<file path="src/dual_port_adapter_regs.vh">
// register selects, control word fields and reset values of the dual port adapter
// assumes the includer works in plain verilog-2005 and uses these names only
`ifndef DUAL_PORT_ADAPTER_REGS_VH
`define DUAL_PORT_ADAPTER_REGS_VH

// register select codes, high select bit first
`define RSEL_A_DATA 2'h0
`define RSEL_A_CTRL 2'h1
`define RSEL_B_DATA 2'h2
`define RSEL_B_CTRL 2'h3

// control word bit positions
`define CTL_STROBE_IRQ_EN 0
`define CTL_STROBE_EDGE 1
`define CTL_DIR_ACCESS 2
`define CTL_LINE_CFG_LOW 3
`define CTL_LINE_CFG_MID 4
`define CTL_LINE_OUT_SEL 5
`define CTL_LINE_FLAG 6
`define CTL_STROBE_FLAG 7

// software may only write the low six control bits
`define CTL_WRITE_MASK 8'h3F
`define REG_RESET 8'h00
`define BYTE_ALL_ONES 8'hFF

// control line output sub-modes held in bits 4 and 3
`define LINE_MODE_HANDSHAKE 2'h0
`define LINE_MODE_PULSE 2'h1

// width of the bundle of pin inputs that is synchronised
`define PIN_SYNC_WIDTH 36

`endif

</file>
<file path="src/dual_port_adapter.v">
// dual 8-bit peripheral port adapter: register file, direction control,
// strobe and control line interrupt flags, handshake and pulse outputs
// assumes bus strobe, selects and data are pins, synchronised here before use
//
// Behaviour
// RL1 - select 00 data or direction A by access bit, 01 control A, 10/11 likewise B
// RL2 - reset pin low clears every register: all lines inputs, interrupts off
// RL3 - direction bit 1 drives line from output register, 0 makes it input
// RL4 - side B inputs float; side B data read returns output register for outputs
// RL5 - control bits 0 to 5 writable and readable, bits 6 and 7 read only
// RL6 - flags set only by input edges, both cleared by reading side data
// RL7 - bit 0 enables strobe flag onto active-low interrupt output
// RL8 - bit 1 picks strobe edge: 0 falling, 1 rising
// RL9 - a pending flag interrupts once its enable is later written to 1
// RL10 - bit 5 low makes control line an interrupt input setting flag 6
// RL11 - in input mode bit 4 picks edge, bit 3 enables flag 6
// RL12 - bit 5 high makes control line an output chosen by bits 4 and 3
// RL13 - B handshake: low at strobe rise after data write, high on strobe flag
// RL14 - B pulse: low after data write, high after a deselected strobe cycle
// RL15 - B bits 5 and 4 high drive control line to bit 3
// RL16 - peripheral holds interrupt pulses longer than one strobe cycle
// RL17 - peripheral keeps interrupt inputs idle high, notably during reset
// RL18 - A handshake: low at strobe fall after data read, high on strobe flag
// RL19 - A pulse: low after data read, high at first deselected strobe fall
// RL20 - a cleared flag stays blocked until a deselected strobe cycle
// RL21 - side A data read returns live pin levels on all lines
// RL22 - writes and read-clears happen at the strobe trailing edge when selected
`timescale 1ns/1ps
`include "dual_port_adapter_regs.vh"
module dual_port_adapter (
  // clock and reset
  input wire sys_clk,
  input wire reset,
  input wire reset_n_pin,
  // processor bus
  input wire bus_strobe,
  input wire read_not_write,
  input wire chip_select_0,
  input wire chip_select_1,
  input wire chip_select_2_n,
  input wire register_select_low,
  input wire register_select_high,
  input wire [7:0] data_in,
  output reg [7:0] data_out,
  output reg data_oe_n,
  // side A peripheral
  input wire [7:0] side_a_lines_in,
  output wire [7:0] side_a_lines_out,
  output wire [7:0] side_a_lines_oe_n,
  input wire side_a_strobe_input,
  input wire side_a_control_line_in,
  output wire side_a_control_line_out,
  output wire side_a_control_line_oe_n,
  output wire side_a_irq_out,
  output reg side_a_irq_out_oe_n,
  // side B peripheral
  input wire [7:0] side_b_lines_in,
  output wire [7:0] side_b_lines_out,
  output wire [7:0] side_b_lines_oe_n,
  input wire side_b_strobe_input,
  input wire side_b_control_line_in,
  output wire side_b_control_line_out,
  output wire side_b_control_line_oe_n,
  output wire side_b_irq_out,
  output reg side_b_irq_out_oe_n
);

  // synchronised pins
  wire [`PIN_SYNC_WIDTH-1:0] pins_s;
  wire strobe_s;
  wire rw_s;
  wire sel_s;
  wire [1:0] rsel_s;
  wire [7:0] wdata_s;
  wire [7:0] a_lines_s;
  wire [7:0] b_lines_s;
  wire a_strobe_s;
  wire a_line_s;
  wire b_strobe_s;
  wire b_line_s;
  wire res_n_s;

  // registers
  reg [7:0] out_a_r;
  reg [7:0] dir_a_r;
  reg [7:0] ctrl_a_r;
  reg [7:0] out_b_r;
  reg [7:0] dir_b_r;
  reg [7:0] ctrl_b_r;
  reg [7:0] ctrl_a_nxt;
  reg [7:0] ctrl_b_nxt;
  reg arm_a_r;
  reg arm_b_r;
  reg ctl_a_r;
  reg ctl_b_r;
  reg ctl_a_nxt;
  reg ctl_b_nxt;
  reg pend_b_r;
  reg desel_b_r;
  reg strobe_prev_r;
  reg [7:0] rdata_nxt;

  // every pin passes two flops, including the data bus and the reset pin
  pin_sync #(
    .WIDTH(`PIN_SYNC_WIDTH)
  ) u_pin_sync (
    .sys_clk(sys_clk),
    .reset(reset),
    .pin_in({reset_n_pin, side_b_control_line_in, side_b_strobe_input,
             side_a_control_line_in, side_a_strobe_input, side_b_lines_in, side_a_lines_in,
             data_in, register_select_high, register_select_low,
             chip_select_2_n, chip_select_1, chip_select_0, read_not_write, bus_strobe}),
    .pin_sync_out(pins_s)
  );

  assign strobe_s = pins_s[0];
  assign rw_s = pins_s[1];
  assign sel_s = pins_s[2] & pins_s[3] & ~pins_s[4];
  assign rsel_s = pins_s[6:5];
  assign wdata_s = pins_s[14:7];
  assign a_lines_s = pins_s[22:15];
  assign b_lines_s = pins_s[30:23];
  assign a_strobe_s = pins_s[31];
  assign a_line_s = pins_s[32];
  assign b_strobe_s = pins_s[33];
  assign b_line_s = pins_s[34];
  assign res_n_s = pins_s[35];

  // bus strobe edges seen on sys_clk
  wire strobe_rise = strobe_s & ~strobe_prev_r;
  wire strobe_fall = ~strobe_s & strobe_prev_r;

  // trailing-edge access strobes while selected, and the trailing edge while deselected
  wire wr_stb = strobe_fall & sel_s & ~rw_s; // [RL22]
  wire rd_stb = strobe_fall & sel_s & rw_s; // [RL22]
  wire desel_fall = strobe_fall & ~sel_s;

  // register decode with the direction-access bits
  wire hit_a_data = (rsel_s == `RSEL_A_DATA) & ctrl_a_r[`CTL_DIR_ACCESS]; // [RL1]
  wire hit_a_dir = (rsel_s == `RSEL_A_DATA) & ~ctrl_a_r[`CTL_DIR_ACCESS]; // [RL1]
  wire hit_a_ctrl = (rsel_s == `RSEL_A_CTRL); // [RL1]
  wire hit_b_data = (rsel_s == `RSEL_B_DATA) & ctrl_b_r[`CTL_DIR_ACCESS]; // [RL1]
  wire hit_b_dir = (rsel_s == `RSEL_B_DATA) & ~ctrl_b_r[`CTL_DIR_ACCESS]; // [RL1]
  wire hit_b_ctrl = (rsel_s == `RSEL_B_CTRL); // [RL1]

  wire rd_a_data = rd_stb & hit_a_data;
  wire rd_b_data = rd_stb & hit_b_data;
  wire wr_b_data = wr_stb & hit_b_data;

  // interrupt input edge detectors
  wire a_strobe_edge;
  wire a_line_edge;
  wire b_strobe_edge;
  wire b_line_edge;

  edge_detect u_edge_a_strobe (
    .sys_clk(sys_clk),
    .reset(reset),
    .sig(a_strobe_s),
    .rise_sel(ctrl_a_r[`CTL_STROBE_EDGE]), // [RL8]
    .edge_pulse(a_strobe_edge)
  );

  edge_detect u_edge_a_line (
    .sys_clk(sys_clk),
    .reset(reset),
    .sig(a_line_s),
    .rise_sel(ctrl_a_r[`CTL_LINE_CFG_MID]), // [RL11]
    .edge_pulse(a_line_edge)
  );

  edge_detect u_edge_b_strobe (
    .sys_clk(sys_clk),
    .reset(reset),
    .sig(b_strobe_s),
    .rise_sel(ctrl_b_r[`CTL_STROBE_EDGE]), // [RL8]
    .edge_pulse(b_strobe_edge)
  );

  edge_detect u_edge_b_line (
    .sys_clk(sys_clk),
    .reset(reset),
    .sig(b_line_s),
    .rise_sel(ctrl_b_r[`CTL_LINE_CFG_MID]), // [RL11]
    .edge_pulse(b_line_edge)
  );

  // flag sets are gated by the arm bits, control line only in input mode
  wire a_strobe_set = a_strobe_edge & arm_a_r; // [RL6] [RL20]
  wire a_line_set = a_line_edge & arm_a_r & ~ctrl_a_r[`CTL_LINE_OUT_SEL]; // [RL10]
  wire b_strobe_set = b_strobe_edge & arm_b_r; // [RL6] [RL20]
  wire b_line_set = b_line_edge & arm_b_r & ~ctrl_b_r[`CTL_LINE_OUT_SEL]; // [RL10]

  // next control words: writes touch bits 0-5, reads clear flags, sets win last
  always @* begin
    ctrl_a_nxt = ctrl_a_r;
    ctrl_b_nxt = ctrl_b_r;
    if (wr_stb & hit_a_ctrl) begin
      ctrl_a_nxt = (wdata_s & `CTL_WRITE_MASK) | (ctrl_a_r & ~`CTL_WRITE_MASK); // [RL5]
    end
    if (wr_stb & hit_b_ctrl) begin
      ctrl_b_nxt = (wdata_s & `CTL_WRITE_MASK) | (ctrl_b_r & ~`CTL_WRITE_MASK); // [RL5]
    end
    if (rd_a_data) begin
      ctrl_a_nxt[`CTL_STROBE_FLAG] = 1'b0; // [RL6]
      ctrl_a_nxt[`CTL_LINE_FLAG] = 1'b0;
    end
    if (rd_b_data) begin
      ctrl_b_nxt[`CTL_STROBE_FLAG] = 1'b0; // [RL6]
      ctrl_b_nxt[`CTL_LINE_FLAG] = 1'b0;
    end
    // an edge in the clearing cycle is kept rather than lost
    if (a_strobe_set) begin
      ctrl_a_nxt[`CTL_STROBE_FLAG] = 1'b1;
    end
    if (a_line_set) begin
      ctrl_a_nxt[`CTL_LINE_FLAG] = 1'b1;
    end
    if (b_strobe_set) begin
      ctrl_b_nxt[`CTL_STROBE_FLAG] = 1'b1;
    end
    if (b_line_set) begin
      ctrl_b_nxt[`CTL_LINE_FLAG] = 1'b1;
    end
  end

  // side A control line output modes
  always @* begin
    ctl_a_nxt = ctl_a_r;
    if (ctrl_a_r[`CTL_LINE_OUT_SEL]) begin // [RL12]
      if (ctrl_a_r[`CTL_LINE_CFG_MID]) begin
        ctl_a_nxt = ctrl_a_r[`CTL_LINE_CFG_LOW];
      end else if (rd_a_data) begin
        ctl_a_nxt = 1'b0; // [RL18] [RL19]
      end else if (ctrl_a_r[`CTL_LINE_CFG_LOW]) begin
        if (desel_fall) begin
          ctl_a_nxt = 1'b1; // [RL19]
        end
      end else if (a_strobe_set) begin
        ctl_a_nxt = 1'b1; // [RL18]
      end
    end
  end

  // side B control line output modes, handshake low and both pulse steps keyed to the strobe leading edge
  always @* begin
    ctl_b_nxt = ctl_b_r;
    if (ctrl_b_r[`CTL_LINE_OUT_SEL]) begin // [RL12]
      case (ctrl_b_r[`CTL_LINE_CFG_MID:`CTL_LINE_CFG_LOW])
        `LINE_MODE_HANDSHAKE: begin
          if (strobe_rise & pend_b_r) begin
            ctl_b_nxt = 1'b0; // [RL13]
          end else if (b_strobe_set) begin
            ctl_b_nxt = 1'b1; // [RL13]
          end
        end
        `LINE_MODE_PULSE: begin
          if (strobe_rise & pend_b_r) begin
            ctl_b_nxt = 1'b0; // [RL14]
          end else if (strobe_rise & desel_b_r) begin
            ctl_b_nxt = 1'b1; // [RL14]
          end
        end
        default: begin
          ctl_b_nxt = ctrl_b_r[`CTL_LINE_CFG_LOW]; // [RL15]
        end
      endcase
    end
  end

  // strobe history; not cleared by the reset pin so edges stay meaningful
  always @(posedge sys_clk or posedge reset) begin
    if (reset) begin
      strobe_prev_r <= 1'b0;
    end else begin
      strobe_prev_r <= strobe_s;
    end
  end

  // register file, arm bits and handshake state
  always @(posedge sys_clk or posedge reset) begin
    if (reset) begin
      out_a_r <= `REG_RESET;
      dir_a_r <= `REG_RESET;
      ctrl_a_r <= `REG_RESET;
      out_b_r <= `REG_RESET;
      dir_b_r <= `REG_RESET;
      ctrl_b_r <= `REG_RESET;
      arm_a_r <= 1'b0;
      arm_b_r <= 1'b0;
      ctl_a_r <= 1'b0;
      ctl_b_r <= 1'b0;
      pend_b_r <= 1'b0;
      desel_b_r <= 1'b0;
    end else if (~res_n_s) begin
      // the reset pin holds everything cleared for as long as it is low
      out_a_r <= `REG_RESET; // [RL2]
      dir_a_r <= `REG_RESET;
      ctrl_a_r <= `REG_RESET;
      out_b_r <= `REG_RESET;
      dir_b_r <= `REG_RESET;
      ctrl_b_r <= `REG_RESET;
      arm_a_r <= 1'b0;
      arm_b_r <= 1'b0;
      ctl_a_r <= 1'b0;
      ctl_b_r <= 1'b0;
      pend_b_r <= 1'b0;
      desel_b_r <= 1'b0;
    end else begin
      if (wr_stb & hit_a_data) begin
        out_a_r <= wdata_s; // [RL22]
      end
      if (wr_stb & hit_a_dir) begin
        dir_a_r <= wdata_s;
      end
      if (wr_b_data) begin
        out_b_r <= wdata_s;
      end
      if (wr_stb & hit_b_dir) begin
        dir_b_r <= wdata_s;
      end
      ctrl_a_r <= ctrl_a_nxt;
      ctrl_b_r <= ctrl_b_nxt;
      // a read-clear disarms; a strobe cycle while deselected re-arms
      if (rd_a_data) begin
        arm_a_r <= 1'b0; // [RL20]
      end else if (desel_fall) begin
        arm_a_r <= 1'b1; // [RL20]
      end
      if (rd_b_data) begin
        arm_b_r <= 1'b0; // [RL20]
      end else if (desel_fall) begin
        arm_b_r <= 1'b1; // [RL20]
      end
      ctl_a_r <= ctl_a_nxt;
      ctl_b_r <= ctl_b_nxt;
      // write pending until the next leading edge acts on it
      if (wr_b_data) begin
        pend_b_r <= 1'b1;
      end else if (strobe_rise) begin
        pend_b_r <= 1'b0;
      end
      // remembers a deselected strobe pulse for the following leading edge
      if (desel_fall) begin
        desel_b_r <= 1'b1;
      end else if (strobe_rise) begin
        desel_b_r <= 1'b0;
      end
    end
  end

  // read mux: side A shows live pins, side B shows output bits for output lines
  always @* begin
    case (rsel_s)
      `RSEL_A_DATA: begin
        rdata_nxt = ctrl_a_r[`CTL_DIR_ACCESS] ? a_lines_s : dir_a_r; // [RL21]
      end
      `RSEL_A_CTRL: begin
        rdata_nxt = ctrl_a_r; // [RL5]
      end
      `RSEL_B_DATA: begin
        rdata_nxt = ctrl_b_r[`CTL_DIR_ACCESS] ? ((out_b_r & dir_b_r) | (b_lines_s & ~dir_b_r)) : dir_b_r; // [RL4]
      end
      default: begin
        rdata_nxt = ctrl_b_r;
      end
    endcase
  end

  // data bus driven only in a selected read while the strobe is high
  always @(posedge sys_clk or posedge reset) begin
    if (reset) begin
      data_out <= `REG_RESET;
      data_oe_n <= 1'b1;
    end else begin
      data_out <= rdata_nxt;
      data_oe_n <= ~(sel_s & rw_s & strobe_s & res_n_s);
    end
  end

  // interrupt outputs: level from flag and enable, so a late enable still fires
  always @(posedge sys_clk or posedge reset) begin
    if (reset) begin
      side_a_irq_out_oe_n <= 1'b1;
      side_b_irq_out_oe_n <= 1'b1;
    end else begin
      side_a_irq_out_oe_n <= ~((ctrl_a_r[`CTL_STROBE_FLAG] & ctrl_a_r[`CTL_STROBE_IRQ_EN]) | // [RL7] [RL9]
        (ctrl_a_r[`CTL_LINE_FLAG] & ctrl_a_r[`CTL_LINE_CFG_LOW] & ~ctrl_a_r[`CTL_LINE_OUT_SEL])); // [RL11]
      side_b_irq_out_oe_n <= ~((ctrl_b_r[`CTL_STROBE_FLAG] & ctrl_b_r[`CTL_STROBE_IRQ_EN]) | // [RL7] [RL9]
        (ctrl_b_r[`CTL_LINE_FLAG] & ctrl_b_r[`CTL_LINE_CFG_LOW] & ~ctrl_b_r[`CTL_LINE_OUT_SEL])); // [RL11]
    end
  end

  // open-drain interrupt lines only ever pull low
  assign side_a_irq_out = 1'b0;
  assign side_b_irq_out = 1'b0;

  // port lines follow the direction registers; inputs are released
  assign side_a_lines_out = out_a_r; // [RL3]
  assign side_a_lines_oe_n = dir_a_r ^ `BYTE_ALL_ONES; // [RL3]
  assign side_b_lines_out = out_b_r; // [RL3]
  assign side_b_lines_oe_n = dir_b_r ^ `BYTE_ALL_ONES; // [RL4]

  // control lines drive only in output mode
  assign side_a_control_line_out = ctl_a_r;
  assign side_a_control_line_oe_n = ~ctrl_a_r[`CTL_LINE_OUT_SEL]; // [RL12]
  assign side_b_control_line_out = ctl_b_r;
  assign side_b_control_line_oe_n = ~ctrl_b_r[`CTL_LINE_OUT_SEL]; // [RL12]

endmodule

</file>
<file path="src/edge_detect.v">
// edge detector with selectable active edge for one interrupt input
// assumes sig is already synchronised to sys_clk
`timescale 1ns/1ps
module edge_detect (
  // clock and reset
  input wire sys_clk,
  input wire reset,
  // sampled line and edge choice, 1 picks rising
  input wire sig,
  input wire rise_sel,
  // one-cycle pulse on the chosen edge
  output wire edge_pulse
);

  reg prev_r;

  // previous sample, idle level taken as low after reset
  always @(posedge sys_clk or posedge reset) begin
    if (reset) begin
      prev_r <= 1'b0;
    end else begin
      prev_r <= sig;
    end
  end

  assign edge_pulse = rise_sel ? (sig & ~prev_r) : (~sig & prev_r);

endmodule

</file>
<file path="src/pin_sync.v">
// two-flop synchroniser for a bundle of pin inputs
// assumes the pins are asynchronous to sys_clk and each bit may be sampled alone
`timescale 1ns/1ps
module pin_sync #(
  parameter WIDTH = 1
) (
  // clock and reset
  input wire sys_clk,
  input wire reset,
  // pins in, synchronised copy out
  input wire [WIDTH-1:0] pin_in,
  output reg [WIDTH-1:0] pin_sync_out
);

  reg [WIDTH-1:0] meta_r;

  // first stage feeds only the second stage
  always @(posedge sys_clk or posedge reset) begin
    if (reset) begin
      meta_r <= {WIDTH{1'b0}};
      pin_sync_out <= {WIDTH{1'b0}};
    end else begin
      meta_r <= pin_in;
      pin_sync_out <= meta_r;
    end
  end

endmodule
</file>
<file path="config.mk">
export PLATFORM = sky130hd
export DESIGN_NAME = dual_port_adapter
export DESIGN_NICKNAME = d
export VERILOG_FILES = /design/src/dual_port_adapter.v /design/src/edge_detect.v /design/src/pin_sync.v
export VERILOG_INCLUDE_DIRS = /design/src /design/src/src
export SDC_FILE = /design/constraint.sdc
export NUM_CORES = 1
export LEC_CHECK = 0
export BUFFER_PORTS_ARGS = -buffer_cell sky130_fd_sc_hd__buf_4
export CAP_MARGIN = 20
export CELL_PAD_IN_SITES_DETAIL_PLACEMENT = 0
export CELL_PAD_IN_SITES_GLOBAL_PLACEMENT = 1
export CORE_UTILIZATION = 34
export CTS_CLUSTER_DIAMETER = 60
export DETAILED_ROUTE_END_ITERATION = 10
export PLACE_DENSITY = 0.67
export SLEW_MARGIN = 5
export SYNTH_ARGS = -nofsm -noshare
export SYNTH_HDL_FRONTEND = slang
export SYNTH_SLANG_ARGS = --single-unit
</file>
<file path="constraint.sdc">
create_clock -name sys_clk -period 5.5 [get_ports sys_clk]
set_input_delay 1.1 -clock sys_clk [delete_from_list [all_inputs] [get_ports sys_clk]]
set_output_delay 1.1 -clock sys_clk [all_outputs]
set_load 0.03 [all_outputs]
</file>
==> flow_summary_export.csv, run 1 <==
group,metric,value,unit
critical_path,cp_top_family,"flip-flops",
global_routing,grt_pass1_vias,4028,
critical_path,cp_num_buf_inv,2,
timing,slew_headroom,37.3,%
die,rows,46,
power_and_ir_drop,seqPwrFrac,44.4,%
place,gp_congestion,0.782,
clock_tree,root_buffer,"clkbuf_16",
clock_tree,cts_max_path_buffers,2,
synth,syn_area,5550,um2
global_routing,antenna_found_initial,0,
final_layout,n_antenna_cell,0,
outcome,status,"finished, final reports clean",
timing,final-setup-viol-count,0,
power_and_ir_drop,clock_power_share,51.8,%
place,dp.cells,719,
timing,fin_crit,2340,ps
critical_path,critical_path_class,"flop to output port",
clock_tree,htree_levels,4,
route,drt-initial-drc-count,365,
power_and_ir_drop,pwr-share-comb,3.9,%
synth,synth_area_leader_cell,"dfrtp_1",
route,antenna_left,0,
clock_tree,clkTransAtPathRegs,60,ps
place,port_buffers,84,
critical_path,required,4400,ps
final_layout,stdcell_area,6980,um2
final_layout,drive_above_1_share,26.7,%
global_routing,grt_remaining_overflow,0,
synth,synth.top_cell.area_share,62.6,%
power_and_ir_drop,p_int,1.96,mW
synth,syn_inst,453,
global_routing,grt_max_degree,99,
timing,slew_violations,0,
critical_path,path_max_fanout,5,
critical_path,crit_path_end_kind,"output port",
die,core,15900,um2
die,io_pins,87,
clock_tree,numClockSinks,142,
die,die_h,130,um
clock_tree,cts_setup_buffers,0,
synth,ys_ff_latch,142,
clock_tree,cts_buffers,17,
route,dr.pass1.iters,7,
hold_path,min_path_type,"flop to flop",
synth,ys_warn_count,0,
synth,async_reset_ff_share,100,%
final_layout,fin_nets,560,
flow_run,drv_cap,0,
clock_tree,clock_latency,420,ps
timing,worstMarginPinSlew,939,ps
clock_tree,postCtsHoldBufs,0,
power_and_ir_drop,vdd_ir_drop_max,216,uV
global_routing,grt_pass1_wl,22400,um
timing,hold_violations,0,
route,wl_per_cell,18.9,um
die,fp.dieW,130,um
power_and_ir_drop,p_sw_share,21.2,%
route,wl,14200,um
final_layout,fin_cells,751,
timing,timing.final.crit_share,42.6,%
critical_path,worstSetupStartpointType,"flop",
synth,syn_avg_cell_area,12.3,um2
synth,yosysUniqueCellTypes,43,
power_and_ir_drop,power.switching,528,uW
route,via_per_inst,5.33,
synth,ys_dominant_reg_cell,"dfrtp_1",
die,dieArea,16800,um2
synth,synth-edff-count,0,
route,vias,4001,
place,dp_hpwl,9000,um
die,initial_core_util,35.0,%
synth,ys_seq_area_share,64.1,%
clock_tree,cts_resized,0,
timing,fin_tns_setup,0,ps
final_layout,final_common_cell,"dfrtp_1",
critical_path,slowest_delay,450,ps
global_routing,grt_usage,18.0,%
timing,finClkSkew,8.09,ps
critical_path,critPathArrivalTime,1240,ps
timing,max_freq,427,MHz
place,place_area,6300,um2
timing,rsz0062_at_grt,"no",
critical_path,critical_path.cell_chain,"inv_1 -> buf_4",
power_and_ir_drop,pwr_density_cell,357,nW/um2
synth,synth.area.top_cells,"dfrtp_1 63%, o31ai_1 5.9%, a21oi_1 5.2%",
power_and_ir_drop,p_leak,2.87,nW
power_and_ir_drop,p_total,2.49,mW
final_layout,layout_common_cells,"139 x dfrtp_1, 89 x buf_4, 58 x a21oi_1",
critical_path,cp_slowest_cell,"dfrtp_1",
route,drc,0,
final_layout,area_growth,25.6,%
clock_tree,cts_tree,"done",
## per-stage QoR
| stage | hold WS (ps) | setup WS (ps) | util (%) |
|---|---|---|---|
| finish | 347 | 3160 | 43.9 |
| CTS | 348 | 3150 | 43.9 |
| global placement | 333 | 3060 | 39.7 |
| detailed placement | 335 | 3020 | 39.7 |
| floorplan | 331 | 595 | - |
| global route | 356 | 3120 | 43.9 |
## worst paths after layout
kind                                            from                          end  slack [ps]  cells after the start
worst max-delay path                     ctrl_b_r[5]     side_b_control_line_oe_n        3160                      2
max in group asynchronous                      reset  u_pin_sync.pin_sync_out[27]        3590                      3
worst min-delay path            u_pin_sync.meta_r[4]   u_pin_sync.pin_sync_out[4]         350                      0
worst min register to register  u_pin_sync.meta_r[4]   u_pin_sync.pin_sync_out[4]         350                      0
min in group asynchronous                      reset         u_pin_sync.meta_r[1]         830                      2
worst max register to register           ctrl_b_r[2]                  ctrl_b_r[6]        3440                      3
## cell usage after synthesis (all sizes together), types with 2 or more instances
cell type and instances:
nand2 8, nor3b 6, nor2b 2, inv 31, o31ai 49, and3b 6
nand3b 3, nand2b 4, a32oi 3, nor4bb 2, mux4 7, a21oi 58
o21ai 11, o211ai 3, dfstp 3, nor2 3, nor3 5, nand4 45
a31oi 7, or3b 3, a221oi 2, clkbuf 19, a311oi 2, dfrtp 139
buf 21
## power groups by stage
stage	Sequential, mW	Combinational [mW]	Clock, mW
CTS	1.10	0.0975	1.31
finish	1.10	0.0959	1.29
detailed placement	1.12	0.0969	0
global route	1.11	0.106	1.36
global placement	1.12	0.0959	0
floorplan	1.11	0.0632	0
## cell families after synthesis
kind of cell | synth area share (%)
AOI/OAI and AO/OA | 16.3
muxes | 2.84
buffers and inverters | 5.72
DFF | 64.1
other | 0.0675
and+or+nand+nor | 11.0
## layer usage
metal,wire length [um],track usage [%],part of all wire [%],vias up
met5,0,0,0,-
met1,6410,24.3,45,2013
met3,919,5.08,6.5,15
met2,6640,27.6,47,155
met4,246,6.84,1.7,0
li1,-,-,-,1818
## worst reg2reg max path, cell delays in order, from the launching register on
cell and delay [ps]:
dfrtp_1 790, nand3b_1 570, o31ai_1 440, a21oi_1 100
## state kept, by name, indices dropped and copies added, names as in the netlist
signal	flops
dir_a_r	8
side_b_irq_out_oe_n	1
side_b_control_line_out	1
u_pin_sync.pin_sync_out	36
side_b_lines_out	8
desel_b_r	1
u_edge_b_strobe.prev_r	1
u_edge_b_line.prev_r	1
side_a_lines_out	8
u_pin_sync.meta_r	36
side_a_irq_out_oe_n	1
dir_b_r	8
side_a_control_line_out	1
u_edge_a_line.prev_r	1
data_oe_n	1
ctrl_a_r	8
data_out	8
arm_b_r	1
u_edge_a_strobe.prev_r	1
strobe_prev_r	1
arm_a_r	1
ctrl_b_r	8
pend_b_r	1
## layout make-up
class                   count  area, um2
repair buffers             89        668
inverters                  31        121
clock buffers              18        429
multi-input cells         241       1690
flip-flops and latches    142       3560
fillers                  1497       8910
well taps                 216        270
clock inverters            14        241
(Power assumes the default switching activity.)
==> run 2, diff against run 1 <==
--- a/config.mk
+++ b/config.mk
@@ -13,7 +13,7 @@
 export CORE_UTILIZATION = 34
 export CTS_CLUSTER_DIAMETER = 60
 export DETAILED_ROUTE_END_ITERATION = 10
-export PLACE_DENSITY = 0.67
+export PLACE_DENSITY = 0.7
 export SLEW_MARGIN = 5
 export SYNTH_ARGS = -nofsm -noshare
 export SYNTH_HDL_FRONTEND = slang
==> constraint.sdc (replaced) <==
create_clock -name sys_clk -period 2.1 [get_ports sys_clk]
set_input_delay 0.42 -clock sys_clk [delete_from_list [all_inputs] [get_ports sys_clk]]
set_output_delay 0.42 -clock sys_clk [all_outputs]
set_load 0.03 [all_outputs]
==> flow_summary_export.csv, run 2 (synthesis results as in run 1) <==
group,metric,value,unit
power_and_ir_drop,pwr_density_cell,888,nW/um2
final_layout,top_regs,"u_pin_sync.meta_r: 36 flops, u_pin_sync.pin_sync_out: 36 flops",
timing,slew_violations,0,
clock_tree,root_buffer,"clkbuf_16",
clock_tree,numClockSinks,142,
timing,rsz0062_at_grt,"no",
timing,final-setup-viol-count,0,
power_and_ir_drop,p_total,6.25,mW
critical_path,cp_num_buf_inv,0,
critical_path,critical_path.cell_chain,"or3b_2 -> o31ai_1 -> a21oi_1",
timing,worstMarginPinSlew,572,ps
power_and_ir_drop,p_leak,2.90,nW
route,drt-initial-drc-count,410,
final_layout,n_antenna_cell,0,
timing,finClkSkew,8.49,ps
die,fp.dieW,130,um
clock_tree,postCtsHoldBufs,0,
clock_tree,cts_max_path_buffers,2,
timing,fin_crit,1790,ps
final_layout,drive_above_1_share,28.2,%
power_and_ir_drop,vdd_ir_drop_max,564,uV
critical_path,regToRegSetupSlack,310,ps
critical_path,slowest_delay,690,ps
final_layout,final_common_cell,"dfrtp_1",
critical_path,required,2400,ps
route,dr.pass1.iters,5,
route,vias,4032,
global_routing,grt_pass1_vias,4076,
flow_run,drv_cap,0,
outcome,status,"finished, final reports clean",
final_layout,area_growth,26.7,%
clock_tree,cts_buffers,17,
route,drc,0,
die,rows,46,
clock_tree,cts_setup_buffers,0,
critical_path,cp_top_family,"flip-flops",
clock_tree,clock_latency,420,ps
timing,max_freq,560,MHz
die,io_pins,87,
route,wl_per_cell,18.7,um
global_routing,grt_remaining_overflow,0,
place,dp_hpwl,9480,um
die,initial_core_util,35.0,%
clock_tree,cts_resized,0,
die,core,15900,um2
route,antenna_left,0,
place,port_buffers,84,
global_routing,antenna_found_initial,0,
timing,hold_violations,0,
critical_path,path_max_fanout,17,
clock_tree,cts_tree,"done",
critical_path,crit_path_end_kind,"flop",
timing,timing.final.crit_share,85.1,%
critical_path,critical_path_class,"flop to flop",
critical_path,critPathArrivalTime,2080,ps
final_layout,stdcell_area,7040,um2
global_routing,grt_usage,18.2,%
critical_path,cp_slowest_cell,"dfrtp_1",
clock_tree,clkTransAtPathRegs,60,ps
die,die_h,130,um
hold_path,min_path_type,"input port to async pin",
timing,fin_tns_setup,0,ps
global_routing,grt_pass1_wl,22600,um
route,wl,14200,um
place,gp_congestion,0.841,
route,via_per_inst,5.29,
timing,slew_headroom,61.7,%
clock_tree,htree_levels,4,
critical_path,worstSetupStartpointType,"flop",
final_layout,layout_common_cells,"139 x dfrtp_1, 97 x buf_4, 58 x a21oi_1",
timing,whs,102,ps
global_routing,grt_max_degree,91,
final_layout,fin_nets,571,
final_layout,fin_cells,762,
die,dieArea,16800,um2
place,place_area,6420,um2
place,dp.cells,730,
## run 2: path summary, 6_finish.rpt
check	start	endpoint	depth (start not counted)
min in group sys_clk	side_a_lines_in[7]	u_pin_sync.meta_r[22]	1
max	u_pin_sync.pin_sync_out[6]	dir_b_r[5]	3
max in group asynchronous	reset	u_pin_sync.meta_r[5]	3
min	reset	u_pin_sync.meta_r[32]	3
max reg2reg	u_pin_sync.pin_sync_out[6]	dir_b_r[5]	3
min reg2reg	u_pin_sync.meta_r[33]	u_pin_sync.pin_sync_out[33]	0
## run 2: metrics by stage
stage / utilization (%) / setup WS (ps)
6_report: 44.3 / 314
5_1_grt: 44.3 / 151
4_1_cts: 44.3 / 329
3_5_place_dp: 40.4 / 337
3_3_place_gp: 40.4 / 416
2_1_floorplan: - / -94.6
## run 2: power by group
part | internal (mW) | leakage [nW] | switching (mW)
clock | 1.89 | 0.282 | 1.20
sequential | 2.82 | 1.79 | 0.0636
combinational | 0.0975 | 0.829 | 0.179
## run 2: routing by layer
metal	track usage [%]	share of wire (%)	up-vias
met5	0	0	-
met4	8.82	2.4	0
met3	4.43	5.6	23
met2	27.9	48	148
met1	24.4	44	2024
li1	-	-	1837
## run 2: final cells by class
| type | count | area (um2) |
|---|---|---|
| fillers | 1515 | 8850 |
| flip-flops and latches | 142 | 3560 |
| multi-input cells | 241 | 1690 |
| repair buffers | 100 | 788 |
| clock buffers | 18 | 429 |
| well taps | 216 | 270 |
| clock inverters | 14 | 183 |
| inverters | 31 | 120 |
## run 2: worst reg2reg max path, stage by stage (launching register included)
cell	delay (ps)
dfrtp_1	690
or3b_2	620
o31ai_1	260
a21oi_1	100
